--- config.mk ---
export PLATFORM = sky130hd
export DESIGN_NAME = baud_gen_device_flat
export DESIGN_NICKNAME = d
export VERILOG_FILES = /design/src/hdl/baud_gen_pkg.sv /design/src/hdl/baud_gen_if.sv /design/src/hdl/baud_gen_device.sv /design/src/flat_wrapper.sv
export SDC_FILE = /design/constraint.sdc
export NUM_CORES = 1
export LEC_CHECK = 0
export BUFFER_PORTS_ARGS = -buffer_cell sky130_fd_sc_hd__clkbuf_2
export CAP_MARGIN = 5
export CORE_MARGIN = 4
export CORE_UTILIZATION = 54
export CTS_CLUSTER_DIAMETER = 60
export DETAILED_ROUTE_END_ITERATION = 8
export GPL_ROUTABILITY_DRIVEN = 0
export PLACE_DENSITY_LB_ADDON = 0.12
export SLEW_MARGIN = 5
export SYNTH_ARGS = -nofsm -noshare
export SYNTH_HDL_FRONTEND = slang
export SYNTH_SLANG_ARGS = --single-unit
--- constraint.sdc ---
create_clock -name mclk_i -period 5.8 [get_ports mclk_i]
set_input_delay 0.29 -clock mclk_i [delete_from_list [all_inputs] [get_ports mclk_i]]
set_output_delay 0.29 -clock mclk_i [all_outputs]
set_load 0.005 [all_outputs]
--- src/hdl/baud_gen_pkg.sv ---
package baud_gen_pkg;

    // *****************************************************************
    // Register map of the device end
    // *****************************************************************
    localparam logic [15:0] TX_PIN_FUNCTION_SELECT_OFS = 16'hff20;
    localparam logic [15:0] BAUD_CLOCK_CONTROL_OFS     = 16'hff71;
    localparam logic [7:0]  TX_PIN_FUNCTION_SELECT_RST = 8'h00;
    localparam logic [7:0]  BAUD_CLOCK_CONTROL_RST     = 8'h1f;
    localparam logic [7:0]  TX_PIN_FUNCTION_SELECT_MSK = 8'h08;
    localparam logic [7:0]  BAUD_CLOCK_CONTROL_MSK     = 8'hdf;

    // Field positions
    localparam int BASE_SEL_LSB   = 6;
    localparam int DIVISOR_LSB    = 0;
    localparam int TX_ROUTE_BIT   = 3;

    // Base clock selector codes
    localparam logic [1:0] SEL_TIMER = 2'h0;
    localparam logic [1:0] SEL_DIV2  = 2'h1;
    localparam logic [1:0] SEL_DIV8  = 2'h2;
    localparam logic [1:0] SEL_DIV32 = 2'h3;

    // Least legal divisor and the bit-rate halving
    localparam logic [4:0] DIVISOR_MIN  = 5'h08;
    localparam int         BAUD_HALVING = 2;

    // Least gap between clearing and setting an enable, in base clocks
    localparam int ENABLE_GAP_BASE_CLKS = 2;

    // *****************************************************************
    // Avalon offsets of the controller's own registers (word index)
    // *****************************************************************
    localparam logic [3:0] CTL_ADDR_OFS    = 4'h0;
    localparam logic [3:0] CTL_WDATA_OFS   = 4'h1;
    localparam logic [3:0] CTL_CMD_OFS     = 4'h2;
    localparam logic [3:0] CTL_STATUS_OFS  = 4'h3;
    localparam logic [3:0] CTL_RDATA_OFS   = 4'h4;

    typedef enum logic [1:0] {
        CMD_NONE,
        CMD_WRITE,
        CMD_READ
    } cmd_e;

endpackage

--- src/hdl/baud_gen_if.sv ---
`timescale 1ns/1ps
`default_nettype none
// Register port of the device: one-cycle strobes, read data combinational
interface baud_gen_if;
    logic [15:0] addr;
    logic        wr;
    logic        rd;
    logic [7:0]  wdata;
    logic [7:0]  rdata;

    modport device (
        input  addr,
        input  wr,
        input  rd,
        input  wdata,
        output rdata
    );
    modport host (
        output addr,
        output wr,
        output rd,
        output wdata,
        input  rdata
    );
endinterface
`default_nettype wire

--- src/hdl/baud_gen_device.sv ---
`timescale 1ns/1ps
`default_nettype none
module baud_gen_device #(
    parameter int PRESCALE_W = 5
) (
    input  wire logic mclk_i,
    input  wire logic nrst_i,
    baud_gen_if.device regs,
    input  wire logic timer_output_source_i,
    input  wire logic transmit_enable_bit_i,
    input  wire logic receive_enable_bit_i,
    input  wire logic serial_tx_a_i,
    input  wire logic serial_tx_b_i,
    input  wire logic general_port_line_i,
    output logic      base_clk_tick_o,
    output logic      baud_tick_o,
    output logic      baud_clk_o,
    output logic      tx_enable_sync_o,
    output logic      rx_enable_sync_o,
    output logic      divisor_illegal_o,
    output logic      shared_pin_o
);

    // *****************************************************************
    // Registers
    // *****************************************************************
    logic [7:0] baud_clock_control_r;
    logic [7:0] tx_pin_function_select_r;
    wire        sel_baud = (regs.addr == baud_gen_pkg::BAUD_CLOCK_CONTROL_OFS);
    wire        sel_pin  = (regs.addr == baud_gen_pkg::TX_PIN_FUNCTION_SELECT_OFS);

    // Write decode; writes keep only the implemented bits
    wire       wr_baud     = regs.wr & sel_baud;
    wire       wr_pin      = regs.wr & sel_pin;
    wire [7:0] baud_wr_val =
        regs.wdata & baud_gen_pkg::BAUD_CLOCK_CONTROL_MSK;
    wire [7:0] pin_wr_val  =
        regs.wdata & baud_gen_pkg::TX_PIN_FUNCTION_SELECT_MSK;

    // Masked values land on the edge that sees the write strobe
    always_ff @(posedge mclk_i or negedge nrst_i) begin
        if (!nrst_i) begin
            baud_clock_control_r     <= baud_gen_pkg::BAUD_CLOCK_CONTROL_RST;
            tx_pin_function_select_r <= baud_gen_pkg::TX_PIN_FUNCTION_SELECT_RST;
        end else begin
            if (wr_baud)
                baud_clock_control_r <= baud_wr_val;
            if (wr_pin)
                tx_pin_function_select_r <= pin_wr_val;
        end
    end

    // Unmapped addresses read zero; reads have no side effect, so the
    // read strobe is not needed here
    assign regs.rdata = sel_baud ? baud_clock_control_r
                      : sel_pin  ? tx_pin_function_select_r : 8'h00;

    wire [1:0] base_sel = baud_clock_control_r[baud_gen_pkg::BASE_SEL_LSB +: 2];
    wire [4:0] divisor  = baud_clock_control_r[baud_gen_pkg::DIVISOR_LSB +: 5];

    // *****************************************************************
    // Timer input synchroniser and edge detect
    // *****************************************************************
    // Timer output is taken straight from the timer, not its pin
    // A level counts only once two stages agree, so a runt pulse on
    // the timer line cannot make a false base tick
    logic [2:0] tmr_sync_r;
    logic       tmr_level_r;
    always_ff @(posedge mclk_i or negedge nrst_i) begin
        if (!nrst_i) begin
            tmr_sync_r  <= 3'h0;
            tmr_level_r <= 1'b0;
        end else begin
            tmr_sync_r <= {tmr_sync_r[1:0], timer_output_source_i};
            if (tmr_sync_r[1] == tmr_sync_r[2])
                tmr_level_r <= tmr_sync_r[2];
        end
    end
    wire tmr_rise = (tmr_sync_r[1] == tmr_sync_r[2]) & tmr_sync_r[2]
                  & ~tmr_level_r;

    // *****************************************************************
    // Prescaler and base clock select
    // *****************************************************************
    // Free running: a selector change needs no restart, but the first
    // tick after it may come early by up to one base period
    logic [PRESCALE_W-1:0] pre_r;
    always_ff @(posedge mclk_i or negedge nrst_i) begin
        if (!nrst_i)
            pre_r <= '0;
        else
            pre_r <= pre_r + 1'b1;
    end

    // Ticks as the prescaler wraps its low 1, 3 or 5 bits
    logic base_tick;
    always_comb begin
        case (base_sel)
            baud_gen_pkg::SEL_TIMER: base_tick = tmr_rise;
            baud_gen_pkg::SEL_DIV2:  base_tick = &pre_r[0:0];
            baud_gen_pkg::SEL_DIV8:  base_tick = &pre_r[2:0];
            baud_gen_pkg::SEL_DIV32: base_tick = &pre_r[4:0];
            default:                 base_tick = 1'b0;
        endcase
    end

    // *****************************************************************
    // Five-bit divider and halving stage
    // *****************************************************************
    // An illegal divisor stops the counter rather than run too fast
    // Lowering k below the running count wraps at once instead of
    // running round all 32 states
    wire        div_bad = (divisor < baud_gen_pkg::DIVISOR_MIN);
    logic [4:0] div_cnt_r;
    logic       half_r;
    wire        div_wrap = base_tick & ~div_bad
                         & (div_cnt_r >= divisor - 5'h01);
    always_ff @(posedge mclk_i or negedge nrst_i) begin
        if (!nrst_i) begin
            div_cnt_r <= 5'h00;
            half_r    <= 1'b0;
        end else begin
            if (div_bad)
                div_cnt_r <= 5'h00;
            else if (base_tick)
                div_cnt_r <= div_wrap ? 5'h00 : div_cnt_r + 5'h01;
            if (div_wrap)
                half_r <= ~half_r;
        end
    end

    // *****************************************************************
    // Enable synchronisation to the base clock
    // *****************************************************************
    // Two base clocks pass before an enable change reaches the engine
    logic [1:0] txe_r;
    logic [1:0] rxe_r;
    always_ff @(posedge mclk_i or negedge nrst_i) begin
        if (!nrst_i) begin
            txe_r <= 2'h0;
            rxe_r <= 2'h0;
        end else if (base_tick) begin
            txe_r <= {txe_r[0], transmit_enable_bit_i};
            rxe_r <= {rxe_r[0], receive_enable_bit_i};
        end
    end

    // *****************************************************************
    // Next values of the registered outputs
    // *****************************************************************
    // One baud tick per full period of the halved clock, taken at the
    // wrap that ends its high half
    wire base_clk_tick_nxt = base_tick;
    wire baud_tick_nxt     = div_wrap & half_r;
    wire baud_clk_nxt      = half_r;
    wire tx_en_nxt         = txe_r[1];
    wire rx_en_nxt         = rxe_r[1];
    wire div_bad_nxt       = div_bad;

    // *****************************************************************
    // Registered outputs and pin routing
    // *****************************************************************
    // Both lines idle high, so the AND lets whichever port is active
    // drive the pin; two ports sending at once would garble it
    wire tx_any = serial_tx_a_i & serial_tx_b_i; // Idle-high lines AND'ed
    wire pin_nxt = tx_pin_function_select_r[baud_gen_pkg::TX_ROUTE_BIT]
                 ? tx_any : general_port_line_i;
    always_ff @(posedge mclk_i or negedge nrst_i) begin
        if (!nrst_i) begin
            base_clk_tick_o   <= 1'b0;
            baud_tick_o       <= 1'b0;
            baud_clk_o        <= 1'b0;
            tx_enable_sync_o  <= 1'b0;
            rx_enable_sync_o  <= 1'b0;
            divisor_illegal_o <= 1'b0;
            shared_pin_o      <= 1'b0;
        end else begin
            base_clk_tick_o   <= base_clk_tick_nxt;
            baud_tick_o       <= baud_tick_nxt;
            baud_clk_o        <= baud_clk_nxt;
            tx_enable_sync_o  <= tx_en_nxt;
            rx_enable_sync_o  <= rx_en_nxt;
            divisor_illegal_o <= div_bad_nxt;
            shared_pin_o      <= pin_nxt;
        end
    end

endmodule
`default_nettype wire

--- src/flat_wrapper.sv ---
// flat-port wrapper written by rule: the top's interface ports become plain ports
module baud_gen_device_flat 
#(
    parameter int PRESCALE_W = 5
)
  (mclk_i, nrst_i, timer_output_source_i, transmit_enable_bit_i, receive_enable_bit_i, serial_tx_a_i, serial_tx_b_i, general_port_line_i, base_clk_tick_o, baud_tick_o, baud_clk_o, tx_enable_sync_o, rx_enable_sync_o, divisor_illegal_o, shared_pin_o, regs_addr, regs_wr, regs_rd, regs_wdata, regs_rdata);
  baud_gen_if regs_i ();
  input  wire logic mclk_i;
  input  wire logic nrst_i;
  input  wire logic timer_output_source_i;
  input  wire logic transmit_enable_bit_i;
  input  wire logic receive_enable_bit_i;
  input  wire logic serial_tx_a_i;
  input  wire logic serial_tx_b_i;
  input  wire logic general_port_line_i;
  output logic base_clk_tick_o;
  output logic baud_tick_o;
  output logic baud_clk_o;
  output logic tx_enable_sync_o;
  output logic rx_enable_sync_o;
  output logic divisor_illegal_o;
  output logic shared_pin_o;
  input wire logic [$bits(regs_i.addr)-1:0] regs_addr;
  input wire logic [$bits(regs_i.wr)-1:0] regs_wr;
  input wire logic [$bits(regs_i.rd)-1:0] regs_rd;
  input wire logic [$bits(regs_i.wdata)-1:0] regs_wdata;
  output wire logic [$bits(regs_i.rdata)-1:0] regs_rdata;
  assign regs_i.addr = regs_addr;
  assign regs_i.wr = regs_wr;
  assign regs_i.rd = regs_rd;
  assign regs_i.wdata = regs_wdata;
  assign regs_rdata = regs_i.rdata;
  baud_gen_device #(.PRESCALE_W(PRESCALE_W)) u_core (.mclk_i(mclk_i), .nrst_i(nrst_i), .regs(regs_i), .timer_output_source_i(timer_output_source_i), .transmit_enable_bit_i(transmit_enable_bit_i), .receive_enable_bit_i(receive_enable_bit_i), .serial_tx_a_i(serial_tx_a_i), .serial_tx_b_i(serial_tx_b_i), .general_port_line_i(general_port_line_i), .base_clk_tick_o(base_clk_tick_o), .baud_tick_o(baud_tick_o), .baud_clk_o(baud_clk_o), .tx_enable_sync_o(tx_enable_sync_o), .rx_enable_sync_o(rx_enable_sync_o), .divisor_illegal_o(divisor_illegal_o), .shared_pin_o(shared_pin_o));
endmodule
==> results.cfg <==
[floorplan]
die_area_um2 = 3890
start_util_pct = 57.4
num_io_pins = 49
die_w_um = 62.4
rows = 19
core_um2 = 2780
die_y_um = 62.4

[critical_path]
reg2reg_from = u_core.baud_clock_control_r[0]
path_cells = inv_1 > ha_1 > nand2_1 > xor2_1 > ha_1 > a21o_1 > a31oi_1 > nor2b_1 > nor4_1
critPathTopFamily = flip-flops
crit_start = u_core.baud_clock_control_r[0]
cp.required_ps = 6020
cpMaxStageDelayCell = dfstp_2
crit_fanout = 4
worstSetupPathType = reg -> reg
critPathMaxStageDelay_ps = 560
worst-path-buf-inv = 1
path_common_cell = ha_1
crit_arrival_ps = 2560
cp-start-kind = flop
critPathCaptureType = flop

[clock_tree]
post_cts_buffers = 0
cts_made_buffers = 5
htree_num_levels = 2
cts_buffer_depth = 2
ctsHoldBuffers = 0
cts-root-buf = clkbuf_4
clkSlewWorstSetupHoldPaths_ps = 100
cts_resized = 0
clock_latency_ps = 320
cts_tree = yes
clock-sinks = 34

[logic_synthesis]
yosys_warnings = 0
syn-instance-count = 127
async_flop_share_pct = 100
synth_fa_ha_area_share_pct = 8.61
synth-seq-cells = 34
synth_xor_area_share_pct = 2.74
ys_seq_area_share_pct = 53.6
synth-compound-area-share_pct = 4.93
synth_edf_count = 0
yosys.area_share.simple_pct = 15.3
synthesis.area_um2 = 1600
synth_mux_area_share_pct = 12.2
synth_cell_types = 34
syn_nets = 172
synth_top_family_by_area = simple AND/OR/NAND/NOR gates
ys.flop_type = dfrtp_1
syn_area_per_cell_um2 = 12.6

[grt]
grt_util_all_layers_pct = 15.0
grt_pass1_wl_um = 4750
grt_start_max_net_pins = 35
grt_overflow_total = 0
first_global_vias = 1156
antenna_found_initial = 0

[power_and_ir_drop]
peakVddDrop_v = 0.000234
power.total_mw = 0.436
power_density_nw_per_um2 = 229
p_leak_nw = 1.01

[timing]
tns_ps = 0
finalSetupViolCount = 0
post-route-period-util_pct = 40.4
period_needed_ps = 2340
slew_violations = 0
slew_headroom_pct = 48.0
worst_slew_pin_slew_ps = 780
rsz0062_at_grt = false
clock.fmax_mhz = 427
fin_worst_skew_ps = 12.0
hold_viol = 0

[cells_and_area]
nets = 221
drive_above_1_share_pct = 40.1
fill_cells = 203
diodes = 0
area_growth_pct = 19.1

[routing]
vias = 1108
vias_per_cell = 5.33
ant_nets = 0
drc_errors = 0
routedWlPerCell_um = 13.0
routed_wl_um = 2700
firstDrtPassIters = 4
dr.first_iter.drc_count = 59

[run_status]
outcome = completed

[hold_path]
min_path_type = in -> async

[placement]
portBuffers = 45
post-dp-hpwl_um = 2120

[flow_run]
cap_violations = 0
per-stage QoR:
stage	utilization, %	hold slack [ps]	worst slack (ps)	instances	instance area [um2]
after floorplan	-	-5.59	3730	127	1600
after global placement	66.3	337	3530	200	1840
after detailed placement	66.3	346	3430	200	1840
after CTS	68.4	48.3	3420	208	1900
after global routing	68.4	49.0	3240	208	1900
final	68.4	23.8	3460	208	1900
cell families after synthesis:
family | after synthesis
AO/OA/AOI/OAI | 13
XOR/XNOR | 5
adder cells (fa/ha/maj) | 11
buffers and inverters | 8
flip-flops | 34
multiplexers | 14
other | 1
AND/OR/NAND/NOR | 41
report_power, final:
group          internal [mW]  switching [mW]
Clock                 0.0587          0.0718
Combinational         0.0240          0.0169
Sequential             0.257         0.00740
Total                  0.340          0.0960
synthesized netlist by cell type (2+ instances only):
library cell	instances	area [um2]
dfrtp_1	29	726
ha_1	11	138
and2_1	7	43.8
mux2_4	7	105
nand3_1	7	35.0
dfstp_2	5	131
inv_1	5	18.8
mux2_2	5	56.3
o21ai_0	5	25.0
and3_1	4	25.0
nor2_1	4	15.0
nor4_1	4	25.0
a31oi_1	3	18.8
nand2_1	3	11.3
nor2b_1	3	18.8
xnor2_1	3	26.3
a21oi_1	2	10.0
buf_4	2	15.0
nand2b_1	2	12.5
xor2_1	2	17.5
worst reg2reg max path, stage by stage (launching register included):
cell,delay (ps)
dfstp_2,560
inv_1,60
ha_1,220
nand2_1,80
xor2_1,160
ha_1,260
a21o_1,180
a31oi_1,290
nor2b_1,130
nor4_1,320
flip-flops by register name (all words and copies together), names as in the netlist, 2 cells and up:
| register | count |
|---|---|
| u_core.rxe_r | 2 |
| u_core.txe_r | 2 |
| u_core.div_cnt_r | 5 |
| u_core.pre_r | 5 |
| u_core.baud_clock_control_r | 7 |
| u_core.tmr_sync_r | 3 |
final timing paths:
check	slack, ps	endpoint	depth (start not counted)
worst max-delay path	3460	u_core.div_cnt_r[3]	9
worst min-delay path	20	u_core.div_cnt_r[3]	1
worst max register to register	3460	u_core.div_cnt_r[3]	9
worst min register to register	370	u_core.tmr_sync_r[1]	0
max in group asynchronous	5270	u_core.pre_r[2]	1
min in group mclk_i	80	u_core.tmr_sync_r[0]	1
layer usage:
layer	GRT usage [%]	routed length (um)	vias up	share of wire, %
li1	-	-	548	-
met1	18.5	1170	518	43
met2	23.8	1290	40	48
met3	5.40	203	2	7.5
met4	6.37	29	0	1.1
met5	0	0	-	0
cell usage in the layout, fill, tap and decap left out, drive strengths merged:
master,n
xor2,2
o21ai,5
nor3b,1
ha,11
clkbuf,52
nand2b,2
a21oi,2
mux2,13
a31oi,3
nor2b,3
and4,1
a22o,1
mux4,1
clkinv,1
inv,5
conb,1
and3,4
nand3,7
o22a,1
nand2,4
a21o,1
xnor2,3
nor3,1
nand4,1
nor2,4
nor4,4
or4b,1
dfstp,5
dfrtp,29
nor4b,1
and2,7
area by class of cell:
cell class / count / area (um2) / area share, %
clock buffers: 7 / 55.1 / 2.89
clock inverters: 1 / 5.00 / 0.263
inverters: 5 / 18.8 / 0.986
multi-input cells: 85 / 703 / 36.9
flip-flops and latches: 34 / 857 / 45.0
well taps: 31 / 38.8 / 2.04
repair buffers: 45 / 225 / 11.8
No activity file was read; power rests on OpenSTA's default activity.
